### src/rtl/pxg_pkg.sv
/*
 Package for the port I/O crossbar and general purpose port block.
 Holds register addresses, reset values, field positions, crossbar
 signal ordering and the packed carriers shared by the design.
 Assumes an 8-bit special function register space on the processor side.
*/
package pxg_pkg;

    // Register addresses in the special function register space
    localparam logic [7:0] ADDR_PORT0_DATA = 8'h80;
    localparam logic [7:0] ADDR_PORT1_DATA = 8'h90;
    localparam logic [7:0] ADDR_PORT2_DATA = 8'hA0;
    localparam logic [7:0] ADDR_PORT0_OUTPUT_DRIVE = 8'hA4;
    localparam logic [7:0] ADDR_PORT1_OUTPUT_DRIVE = 8'hA5;
    localparam logic [7:0] ADDR_PORT2_OUTPUT_DRIVE = 8'hA6;
    localparam logic [7:0] ADDR_PORT0_CROSSBAR_BYPASS = 8'hD4;
    localparam logic [7:0] ADDR_PORT1_CROSSBAR_BYPASS = 8'hD5;
    localparam logic [7:0] ADDR_CROSSBAR_CONTROL_B = 8'hE2;
    localparam logic [7:0] ADDR_PORT0_INPUT_KIND = 8'hF1;
    localparam logic [7:0] ADDR_PORT1_INPUT_KIND = 8'hF2;

    // Reset values
    localparam logic [7:0] RST_PORT0_DATA = 8'hFF;
    localparam logic [7:0] RST_PORT1_DATA = 8'hFF;
    localparam logic RST_PORT2_DATA = 1'h1;
    localparam logic [7:0] RST_OUTPUT_DRIVE = 8'h00;
    localparam logic RST_PORT2_OUTPUT_DRIVE = 1'h0;
    localparam logic [7:0] RST_CROSSBAR_BYPASS = 8'h00;
    localparam logic [7:0] RST_CROSSBAR_CONTROL_B = 8'h00;
    localparam logic [7:0] RST_INPUT_KIND = 8'hFF;

    // Crossbar control register B field positions
    localparam int POS_PULLUP_DISABLE = 7;
    localparam int POS_CROSSBAR_ENABLE = 6;
    localparam int POS_TIMER1_ROUTE = 5;
    localparam int POS_TIMER0_ROUTE = 4;
    localparam int POS_COUNTER_CLOCK_ROUTE = 3;
    localparam int POS_CAPTURE_ROUTE = 0;

    // Pin count: port 0, port 1, then the single port 2 pin
    localparam int NUM_PINS = 17;
    localparam int NUM_SIGS = 8;

    // Crossbar signal priority, lowest index taken first
    localparam int SIG_SDA = 0;
    localparam int SIG_SCL = 1;
    localparam int SIG_CAPTURE0 = 2;
    localparam int SIG_CAPTURE1 = 3;
    localparam int SIG_CAPTURE2 = 4;
    localparam int SIG_COUNTER_CLOCK = 5;
    localparam int SIG_T0 = 6;
    localparam int SIG_T1 = 7;

    // Capture output routing codes
    localparam logic [1:0] CAP_NONE = 2'h0;
    localparam logic [1:0] CAP_0 = 2'h1;
    localparam logic [1:0] CAP_01 = 2'h2;

    typedef struct packed {
        logic pullup_disable;
        logic crossbar_enable;
        logic timer1_input_route;
        logic timer0_input_route;
        logic counter_clock_input_route;
        logic unused_bit;
        logic [1:0] capture_output_route;
    } pxg_xbar_ctrl_t;

    // Outputs that on-chip peripherals present to the crossbar
    typedef struct packed {
        logic sda;
        logic scl;
        logic [2:0] capture_out;
    } pxg_periph_drive_t;

    // Pin levels handed back to on-chip peripherals
    typedef struct packed {
        logic sda;
        logic scl;
        logic counter_array_clock_input;
        logic timer0_input;
        logic timer1_input;
    } pxg_periph_sense_t;

endpackage

### src/rtl/pxg_port_io.sv
/*
 Port I/O crossbar with three general purpose ports: data latches,
 pin reads, input kind, output drive, crossbar bypass and routing of
 timer inputs, counter array clock input and capture outputs.
 Assumes the processor issues one register access per cycle and pins
 are already synchronous to clk_sys_in. Open-drain resolution of the
 pads (out, oe, pull-up) is done outside.
*/
`timescale 1ns/100ps

module pxg_port_io (
    // Clock and reset
    input wire logic clk_sys_in,
    input wire logic rst_in,
    // Special function register access
    input wire logic [7:0] sfr_addr_in,
    input wire logic sfr_wr_in,
    input wire logic [7:0] sfr_wdata_in,
    input wire logic sfr_bit_wr_in,
    input wire logic [2:0] sfr_bit_idx_in,
    input wire logic sfr_bit_val_in,
    input wire logic sfr_rd_in,
    input wire logic sfr_rmw_in,
    output logic [7:0] sfr_rdata_out,
    // On-chip peripherals
    input wire logic smbus_route_in,
    input wire pxg_pkg::pxg_periph_drive_t periph_drive_in,
    output pxg_pkg::pxg_periph_sense_t periph_sense_out,
    // Pins: index 0-7 port 0, 8-15 port 1, 16 port 2 bit 0
    input wire logic [16:0] pin_in,
    output logic [16:0] pin_out,
    output logic [16:0] pin_oe_out,
    output logic [16:0] pin_pullup_out,
    output logic [16:0] pin_analog_out
);

    pxg_pkg::pxg_xbar_ctrl_t xbar_reg;
    logic [7:0] port0_latch_reg;
    logic [7:0] port1_latch_reg;
    logic port2_latch_reg;
    logic [7:0] port0_drive_reg;
    logic [7:0] port1_drive_reg;
    logic port2_drive_reg;
    logic [7:0] port0_bypass_reg;
    logic [7:0] port1_bypass_reg;
    logic [7:0] port0_kind_reg;
    logic [7:0] port1_kind_reg;

    logic [16:0] latch_all;
    logic [16:0] drive_all;
    logic [16:0] bypass_all;
    logic [16:0] digital_all;
    logic [7:0] sig_enable;
    logic [7:0] sig_value;
    logic [7:0] sig_is_input;
    logic [16:0] claimed;
    logic [2:0] claim_sig [17];
    logic [7:0] sig_pin_valid;
    logic [4:0] sig_pin [8];
    logic [16:0] pin_out_next;
    logic [16:0] pin_oe_next;
    logic [16:0] pin_pullup_next;
    logic [7:0] rdata_next;
    pxg_pkg::pxg_periph_sense_t sense_next;

    function automatic logic [7:0] merge_write(input logic [7:0] cur, input logic bit_ok);
        logic [7:0] res;
        res = cur;
        if (sfr_wr_in) begin
            res = sfr_wdata_in;
        end else if (sfr_bit_wr_in && bit_ok) begin
            res[sfr_bit_idx_in] = sfr_bit_val_in;
        end
        return res;
    endfunction

    logic wr_any;
    assign wr_any = sfr_wr_in | sfr_bit_wr_in;

    always_ff @(posedge clk_sys_in or posedge rst_in) begin
        if (rst_in) begin
            port0_latch_reg <= pxg_pkg::RST_PORT0_DATA;
        end else if (wr_any && sfr_addr_in == pxg_pkg::ADDR_PORT0_DATA) begin
            port0_latch_reg <= merge_write(port0_latch_reg, 1'b1);
        end
    end

    always_ff @(posedge clk_sys_in or posedge rst_in) begin
        if (rst_in) begin
            port1_latch_reg <= pxg_pkg::RST_PORT1_DATA;
        end else if (wr_any && sfr_addr_in == pxg_pkg::ADDR_PORT1_DATA) begin
            port1_latch_reg <= merge_write(port1_latch_reg, 1'b1);
        end
    end

    // Port 2 keeps bit 0 only
    always_ff @(posedge clk_sys_in or posedge rst_in) begin
        if (rst_in) begin
            port2_latch_reg <= pxg_pkg::RST_PORT2_DATA;
        end else if (wr_any && sfr_addr_in == pxg_pkg::ADDR_PORT2_DATA) begin
            port2_latch_reg <= sfr_wr_in ? sfr_wdata_in[0]
                : (sfr_bit_idx_in == 3'h0) ? sfr_bit_val_in : port2_latch_reg;
        end
    end

    // Output drive selection
    always_ff @(posedge clk_sys_in or posedge rst_in) begin
        if (rst_in) begin
            port0_drive_reg <= pxg_pkg::RST_OUTPUT_DRIVE;
            port1_drive_reg <= pxg_pkg::RST_OUTPUT_DRIVE;
            port2_drive_reg <= pxg_pkg::RST_PORT2_OUTPUT_DRIVE;
        end else if (sfr_wr_in) begin
            if (sfr_addr_in == pxg_pkg::ADDR_PORT0_OUTPUT_DRIVE) begin
                port0_drive_reg <= sfr_wdata_in;
            end
            if (sfr_addr_in == pxg_pkg::ADDR_PORT1_OUTPUT_DRIVE) begin
                port1_drive_reg <= sfr_wdata_in;
            end
            if (sfr_addr_in == pxg_pkg::ADDR_PORT2_OUTPUT_DRIVE) begin
                port2_drive_reg <= sfr_wdata_in[0];
            end
        end
    end

    always_ff @(posedge clk_sys_in or posedge rst_in) begin
        if (rst_in) begin
            port0_bypass_reg <= pxg_pkg::RST_CROSSBAR_BYPASS;
            port1_bypass_reg <= pxg_pkg::RST_CROSSBAR_BYPASS;
        end else if (sfr_wr_in) begin
            if (sfr_addr_in == pxg_pkg::ADDR_PORT0_CROSSBAR_BYPASS) begin
                port0_bypass_reg <= sfr_wdata_in;
            end
            if (sfr_addr_in == pxg_pkg::ADDR_PORT1_CROSSBAR_BYPASS) begin
                port1_bypass_reg <= sfr_wdata_in;
            end
        end
    end

    // Input kind, 1 digital, 0 analog
    always_ff @(posedge clk_sys_in or posedge rst_in) begin
        if (rst_in) begin
            port0_kind_reg <= pxg_pkg::RST_INPUT_KIND;
            port1_kind_reg <= pxg_pkg::RST_INPUT_KIND;
        end else if (sfr_wr_in) begin
            if (sfr_addr_in == pxg_pkg::ADDR_PORT0_INPUT_KIND) begin
                port0_kind_reg <= sfr_wdata_in;
            end
            if (sfr_addr_in == pxg_pkg::ADDR_PORT1_INPUT_KIND) begin
                port1_kind_reg <= sfr_wdata_in;
            end
        end
    end

    // Crossbar control, bit 2 unused and reads zero
    always_ff @(posedge clk_sys_in or posedge rst_in) begin
        if (rst_in) begin
            xbar_reg <= pxg_pkg::RST_CROSSBAR_CONTROL_B;
        end else if (sfr_wr_in && sfr_addr_in == pxg_pkg::ADDR_CROSSBAR_CONTROL_B) begin
            xbar_reg <= sfr_wdata_in & ~(8'h01 << 2);
        end
    end

    assign latch_all = {port2_latch_reg, port1_latch_reg, port0_latch_reg};
    assign drive_all = {port2_drive_reg, port1_drive_reg, port0_drive_reg};
    assign bypass_all = {1'b0, port1_bypass_reg, port0_bypass_reg};
    assign digital_all = {1'b1, port1_kind_reg, port0_kind_reg};

    // Which crossbar signals are requested
    always_comb begin
        sig_enable = 8'h00;
        sig_enable[pxg_pkg::SIG_SDA] = smbus_route_in;
        sig_enable[pxg_pkg::SIG_SCL] = smbus_route_in;
        sig_enable[pxg_pkg::SIG_CAPTURE0] = xbar_reg.capture_output_route != pxg_pkg::CAP_NONE;
        sig_enable[pxg_pkg::SIG_CAPTURE1] = xbar_reg.capture_output_route != pxg_pkg::CAP_NONE
            && xbar_reg.capture_output_route != pxg_pkg::CAP_0;
        sig_enable[pxg_pkg::SIG_CAPTURE2] = xbar_reg.capture_output_route != pxg_pkg::CAP_NONE
            && xbar_reg.capture_output_route != pxg_pkg::CAP_0
            && xbar_reg.capture_output_route != pxg_pkg::CAP_01;
        // Timer and counter clock input routes
        sig_enable[pxg_pkg::SIG_COUNTER_CLOCK] = xbar_reg.counter_clock_input_route;
        sig_enable[pxg_pkg::SIG_T0] = xbar_reg.timer0_input_route;
        sig_enable[pxg_pkg::SIG_T1] = xbar_reg.timer1_input_route;
        // Nothing routed while crossbar is off
        if (!xbar_reg.crossbar_enable) begin
            sig_enable = 8'h00;
        end
    end

    // Levels peripherals want on their pins; inputs idle high
    always_comb begin
        sig_value = 8'hFF;
        sig_is_input = 8'h00;
        sig_value[pxg_pkg::SIG_SDA] = periph_drive_in.sda;
        sig_value[pxg_pkg::SIG_SCL] = periph_drive_in.scl;
        sig_value[pxg_pkg::SIG_CAPTURE0] = periph_drive_in.capture_out[0];
        sig_value[pxg_pkg::SIG_CAPTURE1] = periph_drive_in.capture_out[1];
        sig_value[pxg_pkg::SIG_CAPTURE2] = periph_drive_in.capture_out[2];
        sig_is_input[pxg_pkg::SIG_COUNTER_CLOCK] = 1'b1;
        sig_is_input[pxg_pkg::SIG_T0] = 1'b1;
        sig_is_input[pxg_pkg::SIG_T1] = 1'b1;
    end

    // Priority assignment to lowest free pins
    always_comb begin
        int next_pin;
        logic found;
        next_pin = 0;
        found = 1'b0;
        claimed = '0;
        sig_pin_valid = 8'h00;
        for (int p = 0; p < pxg_pkg::NUM_PINS; p++) begin
            claim_sig[p] = 3'h0;
        end
        for (int s = 0; s < pxg_pkg::NUM_SIGS; s++) begin
            sig_pin[s] = 5'h00;
            found = 1'b0;
            if (sig_enable[s]) begin
                for (int p = 0; p < pxg_pkg::NUM_PINS; p++) begin
                    if (!found && p >= next_pin && !bypass_all[p]) begin
                        found = 1'b1;
                        claimed[p] = 1'b1;
                        claim_sig[p] = s[2:0];
                        sig_pin[s] = p[4:0];
                        sig_pin_valid[s] = 1'b1;
                        next_pin = p + 1;
                    end
                end
            end
        end
    end

    // Per pin driver, enable and pull-up
    generate
        for (genvar p = 0; p < pxg_pkg::NUM_PINS; p++) begin : g_pin
            logic value;
            logic forced_od;
            logic push_pull;
            logic drive_ok;
            assign value = claimed[p] ? sig_value[claim_sig[p]] : latch_all[p];
            assign forced_od = claimed[p] && (claim_sig[p] == 3'(pxg_pkg::SIG_SDA)
                || claim_sig[p] == 3'(pxg_pkg::SIG_SCL));
            // Drive bit ignored on analog pins
            assign push_pull = digital_all[p] && drive_all[p] && !forced_od;
            // Drivers off while crossbar is off
            assign drive_ok = xbar_reg.crossbar_enable && digital_all[p]
                && !(claimed[p] && sig_is_input[claim_sig[p]]);
            // Low driven whenever drive_ok, high only push-pull
            assign pin_out_next[p] = value;
            assign pin_oe_next[p] = drive_ok && (!value || push_pull);
            // Weak pull-up on open-drain not driving low
            assign pin_pullup_next[p] = !xbar_reg.pullup_disable && digital_all[p]
                && !push_pull && !pin_oe_next[p];
        end
    endgenerate

    always_ff @(posedge clk_sys_in or posedge rst_in) begin
        if (rst_in) begin
            pin_out <= '1;
            pin_oe_out <= '0;
            pin_pullup_out <= '0;
            pin_analog_out <= '0;
        end else begin
            pin_out <= pin_out_next;
            pin_oe_out <= pin_oe_next;
            pin_pullup_out <= pin_pullup_next;
            // Analog pins lose receiver and driver
            pin_analog_out <= ~digital_all;
        end
    end

    // Pin levels back to peripherals, idle high when unrouted
    always_comb begin
        sense_next = '1;
        if (sig_pin_valid[pxg_pkg::SIG_SDA]) begin
            sense_next.sda = pin_in[sig_pin[pxg_pkg::SIG_SDA]];
        end
        if (sig_pin_valid[pxg_pkg::SIG_SCL]) begin
            sense_next.scl = pin_in[sig_pin[pxg_pkg::SIG_SCL]];
        end
        if (sig_pin_valid[pxg_pkg::SIG_COUNTER_CLOCK]) begin
            sense_next.counter_array_clock_input = pin_in[sig_pin[pxg_pkg::SIG_COUNTER_CLOCK]];
        end
        if (sig_pin_valid[pxg_pkg::SIG_T0]) begin
            sense_next.timer0_input = pin_in[sig_pin[pxg_pkg::SIG_T0]];
        end
        if (sig_pin_valid[pxg_pkg::SIG_T1]) begin
            sense_next.timer1_input = pin_in[sig_pin[pxg_pkg::SIG_T1]];
        end
    end

    always_ff @(posedge clk_sys_in or posedge rst_in) begin
        if (rst_in) begin
            periph_sense_out <= '1;
        end else begin
            periph_sense_out <= sense_next;
        end
    end

    // Register read mux
    always_comb begin
        rdata_next = 8'h00;
        case (sfr_addr_in)
            pxg_pkg::ADDR_PORT0_DATA: begin
                rdata_next = sfr_rmw_in ? port0_latch_reg : (pin_in[7:0] & port0_kind_reg);
            end
            pxg_pkg::ADDR_PORT1_DATA: begin
                rdata_next = sfr_rmw_in ? port1_latch_reg : (pin_in[15:8] & port1_kind_reg);
            end
            pxg_pkg::ADDR_PORT2_DATA: begin
                // Upper bits zero, bit 0 the pin, or the latch on a modify read
                rdata_next = {7'h00, sfr_rmw_in ? port2_latch_reg : pin_in[16]};
            end
            pxg_pkg::ADDR_PORT0_OUTPUT_DRIVE: begin
                rdata_next = port0_drive_reg;
            end
            pxg_pkg::ADDR_PORT1_OUTPUT_DRIVE: begin
                rdata_next = port1_drive_reg;
            end
            pxg_pkg::ADDR_PORT2_OUTPUT_DRIVE: begin
                rdata_next = {7'h00, port2_drive_reg};
            end
            pxg_pkg::ADDR_PORT0_CROSSBAR_BYPASS: begin
                rdata_next = port0_bypass_reg;
            end
            pxg_pkg::ADDR_PORT1_CROSSBAR_BYPASS: begin
                rdata_next = port1_bypass_reg;
            end
            pxg_pkg::ADDR_CROSSBAR_CONTROL_B: begin
                rdata_next = xbar_reg;
            end
            pxg_pkg::ADDR_PORT0_INPUT_KIND: begin
                rdata_next = port0_kind_reg;
            end
            pxg_pkg::ADDR_PORT1_INPUT_KIND: begin
                rdata_next = port1_kind_reg;
            end
            default: begin
                rdata_next = 8'h00;
            end
        endcase
    end

    always_ff @(posedge clk_sys_in or posedge rst_in) begin
        if (rst_in) begin
            sfr_rdata_out <= 8'h00;
        end else if (sfr_rd_in) begin
            sfr_rdata_out <= rdata_next;
        end
    end

endmodule

### config.mk
export PLATFORM = sky130hd
export DESIGN_NAME = pxg_port_io
export DESIGN_NICKNAME = d
export VERILOG_FILES = /design/src/rtl/pxg_pkg.sv /design/src/rtl/pxg_port_io.sv
export SDC_FILE = /design/constraint.sdc
export NUM_CORES = 1
export LEC_CHECK = 0
export BUFFER_PORTS_ARGS = -buffer_cell sky130_fd_sc_hd__buf_2
export CAP_MARGIN = 5
export CORE_MARGIN = 2
export CORE_UTILIZATION = 40
export CTS_CLUSTER_DIAMETER = 30
export CTS_CLUSTER_SIZE = 24
export DETAILED_ROUTE_END_ITERATION = 16
export MAX_ROUTING_LAYER = met4
export SYNTH_ARGS = -nofsm -noshare
export SYNTH_HDL_FRONTEND = slang
export SYNTH_SLANG_ARGS = --single-unit
### constraint.sdc
create_clock -name clk_sys_in -period 31.1 [get_ports clk_sys_in]
set_input_delay 1.555 -clock clk_sys_in [delete_from_list [all_inputs] [get_ports clk_sys_in]]
set_output_delay 1.555 -clock clk_sys_in [all_outputs]
set_load 0.01 [all_outputs]
-- Word level (Yosys, flattened, before mapping)
Memories as Yosys holds them, arrays and structs flattened.
Cells that the tools add are included.
- reduce and logical (&&, ||, !) cells: 724
- $lt $le $gt $ge: 159
- muxes and demuxes: 1063
- equality and inequality tests: 30
- bitwise logic cells: 4
- operator list (kind ; number):
    2-to-1 mux 32 bit ; 269
    >= comparator 5 x 32 -> 1 bit, first input constant ; 64
    >= comparator 4 x 32 -> 1 bit, first input constant ; 32
    2-to-1 mux 1 bit ; 564
    >= comparator 3 x 32 -> 1 bit, first input constant ; 16
    logical AND 1 bit ; 429
    2-to-1 mux 5 bit ; 80
    2-to-1 mux 3 bit ; 102
    2-to-1 mux 51 bit ; 6
    >= comparator 2 x 32 -> 1 bit, first input constant ; 8
    >= comparator 6 x 32 -> 1 bit, first input constant ; 8
    zero test 1 bit ; 230
    >= comparator 1 x 32 -> 1 bit, first input constant ; 7
    2-to-1 mux 17 bit ; 8
    == test 8 bit, second input constant ; 11
    case mux 8 bit (11 select lines) ; 1
    less-than comparator 3 x 4 -> 1 bit, second input constant ; 18
    2-to-1 mux 8 bit ; 7
    zero test 3 bit ; 18
    binary-select mux 1 bit (select 3 bit) ; 17
    == test 3 x 1 -> 1 bit, second input constant ; 17
    2-to-1 mux 49 bit ; 1
    logical OR 1 bit ; 34
    less-than comparator 5 x 6 -> 1 bit, second input constant ; 5
    other kinds (11) ; 28
- logic and storage cells: 2023
- input port bits: 49
- bits in read-only memories: 136
- memories: 17
- register bits after elaboration: 154
- memory list (memory ; depth ; width ; read ports ; clocked after memory_dff ; wr ports ; RTL line ; source):
    (no name shown) ; 8 ; 1 ; 1 ; 0 ; 0 ; pxg_port_io.sv:246 ; && !(claimed[p] && sig_is_input[claim_sig[p]]);
    (no name shown) ; 8 ; 1 ; 1 ; 0 ; 0 ; pxg_port_io.sv:246 ;
    (no name shown) ; 8 ; 1 ; 1 ; 0 ; 0 ; pxg_port_io.sv:246 ;
    (no name shown) ; 8 ; 1 ; 1 ; 0 ; 0 ; pxg_port_io.sv:246 ;
    (no name shown) ; 8 ; 1 ; 1 ; 0 ; 0 ; pxg_port_io.sv:246 ;
    (no name shown) ; 8 ; 1 ; 1 ; 0 ; 0 ; pxg_port_io.sv:246 ;
    +11 memories ; n/a ; n/a ; n/a ; n/a ; n/a ; n/a ;

-- Longest topological paths before layout
- depth in word-level cells: 674
- mapped depth: 85
- depth with buffers taken out: 71

-- Worst setup path after synthesis
OpenSTA, ideal clock, no wires.
- path type: in2reg
- from: input port smbus_route_in
- to: register pin_pullup_out[14]
- arrival time: 20406 ps
- cell stages on the path: 78
- buffers on the path: 8
- required time: 30978 ps
- slack: 10572 ps
- path through: nand2_1 nor2_1 a21oi_1 o21a_1 buf_4 or4_1 buf_4 nor2_2 o21ai_1 a32o_1 nor4_1 o211a_1 or3_1 o31ai_1 a211o_1 buf_2 or3_1 a211o_1 [... 42 more ...] a211o_1 or4_1 buf_6 o211ai_2 nor2_1 o22ai_1 o21ai_1 or4b_4 and3_1 buf_6 a31o_2 a2111o_1 a211oi_2 nor4_1 or2_1 a211oi_2 o221ai_2 o2111a_1
- RTL lines (what ; RTL line ; source):
    start, declared ; pxg_port_io.sv:26 ; input wire logic smbus_route_in,
    end signal, assigned ; pxg_port_io.sv:265 ; pin_pullup_out <= pin_pullup_next;
    end, declared ; pxg_port_io.sv:33 ; output logic [16:0] pin_pullup_out,

==> summary.md <==
| Metric | Value |
|---|---|
| Status | finished clean |
| Synth cell count leaders | nand2_1 (271), nor2_1 (255), a21oi_1 (123) |
| Max-Cap Viols | 0 |
| Final min period | 28,080 ps |
| Starting Density | 40.3% |
| Placed cells | 3,072 |
| DRT Pass-1 Iters | 9 |
| Total GRT Usage | 43.3% |
| # fillers | 4,678 |
| RR Endpoint | pin_pullup_out[13] |
| Cell mode on critical path | nand3_1 |
| Critical Path RT | 31,430 ps |
| Storage element area | 3900 um2 |
| Setup crit end kind | register |
| I/O Pins | 130 |
| Final period util | 90.3% |
| Clk slew on worst S/H paths | 80 ps |
| Number of synthesized register bits | 153 |
| Share of cells above drive strength 1 | 19.9% |
| Top flop regs | pin_oe_out x17, pin_out x17, pin_pullup_out x17 |
| HPWL after DPL | 80.8 mm |
| RD Place Congestion | 1.15 |
| Routed len/inst | 33.6 um |
| Pleak | 7.59 nW |
| Worst Path Arrival | 28,400 ps |
| Sequential share of the synthesized area | 20.9% |
| Max-slew violation count | 0 |
| Final cell count without fillers | 3,105 |
| Critical path's largest stage delay | 940 ps |
| Area occupied by multi-input gates | 13,700 um2 |
| Worst Reg-to-Reg Cells | 72 |
| PwrDens | 27.8 nW/um2 |
| Initial antenna violation count | 3 |
| Tightest Pin Transition | 1310 ps |
| TritonCTS buffer count | 17 |
| Post-CTS Setup Inserts | 0 |
| Max Clock Skew | 23.2 ps |
| Mean post-synth cell area | 7.71 um2 |
| Slowest CP cell | nor4_1 |
| Post-CTS Resized | 0 |
| Count of different cell masters after synthesis | 151 |
| Skew-Pair Late Insertion Delay | 440 ps |
| Worst Hold End | pin_analog_out[10] |
| I/O Buffers | 128 |
| Hold Crit Depth | 1 |
| Crit Reg-Reg Startpoint | port0_bypass_reg[4] |
| Fmax | 35.6 MHz |
| Initial DRC count | 3,712 |
| Setup violations, final | 0 |
| Post-route setup slack | 3020 ps |
| Post-synth top area share | 13.1% |
| Routed Antenna Nets | 0 |
| Worst slew margin | 12.5% |
| Worst slack, placed | 4090 ps |
| Fin nets | 2,533 |
| Worst path top cell family by delay | compound AO/OA/AOI/OAI gates |
| Number of global-route vias before repair | 21,404 |
| CP Max Fanout | 21 |
| Final core area utilization | 43.6% |
| Die footprint | 48,500 um2 |
| Core area | 46,400 um2 |
| Fin. Hold Viols | 0 |
| Peak supply drop | 0.0000332 V |
| Hold buffers post-CTS | 0 |
| Routed WL | 104 mm |
| Fraction of registers with async set/reset | 100% |
| Yosys Warn Count | 0 |
| Num rows | 79 |
| TritonCTS clock tree | done |
| Die span in y | 220 um |
| Synthesized Nets | 2,471 |
| Clk buf depth | 2 |
| Vias per cell | 7.43 |
| CP Class | register to register |
| CP bufs+invs | 1 |
| Post-Syn Instances | 2,422 |
| Main area contributors after synthesis | dfrtp_1 (13%), dfstp_2 (7.7%), nand2_1 (5.4%) |
| # DRC | 0 |
| Setup_tns | 0 ps |
| CP startpoint kind | register |
| Clk root buf | clkbuf_16 |
| Layout Area Growth over Synthesis | 8.21% |
| Most frequent cell after synthesis | nand2_1 |
| Synth Flop Type | dfrtp_1 |
| RSZ-0062 raised after global routing | false |
| Total power | 0.000562 W |
| Post-synth EDFFs | 0 |
| Congestion Overflow GR | 0 |
| H-tree levels | 4 |
| R2R Setup Slk | 3020 ps |
| Via count | 23,070 |
| Hold Path Origin | port1_kind_reg[2] |
| Synth area leader | dfrtp_1 |
| First-pass GRT wire length | 148 mm |
| Clk sink count | 153 |
| Cell Area, Synth | 18,700 um2 |
| Hold Path Class | register to register |
| Die X | 220 um |
| Largest net degree at the start of global routing | 93 |
[placed cells by master (no fill, tap or decap), types with 47 or more instances in the layout]
master / n
nand2_1: 271
nor2_1: 255
buf_2: 128
a21oi_1: 123
o21ai_0: 116
nand3_1: 106
dfrtp_1: 98
nor3_1: 71
mux2_2: 69
inv_1: 65
a31oi_1: 64
dfstp_2: 55
buf_4: 47
[how the worst max path moves through the flow]
| stage | from | end | slack, ps | cells after the start |
|---|---|---|---|---|
| 6_report | port0_bypass_reg[4] | pin_pullup_out[13] | 3020 | 72 |
| 5_1_grt | port0_bypass_reg[4] | pin_pullup_out[10] | 1920 | 72 |
| 4_1_cts | port0_bypass_reg[4] | pin_oe_out[14] | 4200 | 72 |
| 3_5_place_dp | smbus_route_in | pin_oe_out[14] | 4090 | 71 |
| 3_3_place_gp | smbus_route_in | pin_oe_out[14] | 3920 | 71 |
| 2_1_floorplan | smbus_route_in | pin_pullup_out[14] | 10570 | 78 |
[routing by layer]
metal | wire length [um] | part of all wire (%) | up-vias | GRT usage [%]
li1 | - | - | 9637 | -
met1 | 38700 | 37 | 11089 | 53.1
met2 | 44300 | 43 | 1890 | 62.8
met3 | 12400 | 12 | 454 | 10.1
met4 | 8810 | 8.5 | 0 | 30.3
met5 | 0 | 0 | - | -
[report_power, final]
part | switching (W) | internal, W | total [W]
logic | 0.0000900 | 0.0000371 | 0.000127
clock network | 0.000103 | 0.000109 | 0.000211
registers | 0.0000132 | 0.000211 | 0.000224
[worst register-to-register path: cells and delay by family (launching register included)]
kind,cells,cell delay [ps]
compound gates,35,13420
simple gates,36,13400
flops,1,670
buf+inv,1,530
[through the flow]
stage                     hold slack (ps)  area, um2
after global placement                489      19600
after CTS                             510      20200
after floorplan                       440      18700
after detailed placement              493      19600
after global routing                  519      20200
final                                 507      20200
[cell families after synthesis]
logic type | after synthesis | synth area share (%)
and+or+nand+nor | 1042 | 28.6
muxes | 120 | 7.63
buffers and inverters | 203 | 5.93
other | 1 | 0.0201
AOI/OAI and AO/OA | 903 | 37.0
DFF | 153 | 20.9
[final cells by class]
cell class / instances / area share, %
timing repair buffer: 175 / 4.91
multi-input combinational: 2066 / 67.7
antenna: 1 / 0.0124
tap: 607 / 3.76
inverter: 71 / 1.34
sequential: 153 / 19.3
clock inverter: 15 / 0.879
clock buffer: 17 / 2.10
No activity file was read; power rests on OpenSTA's default activity.
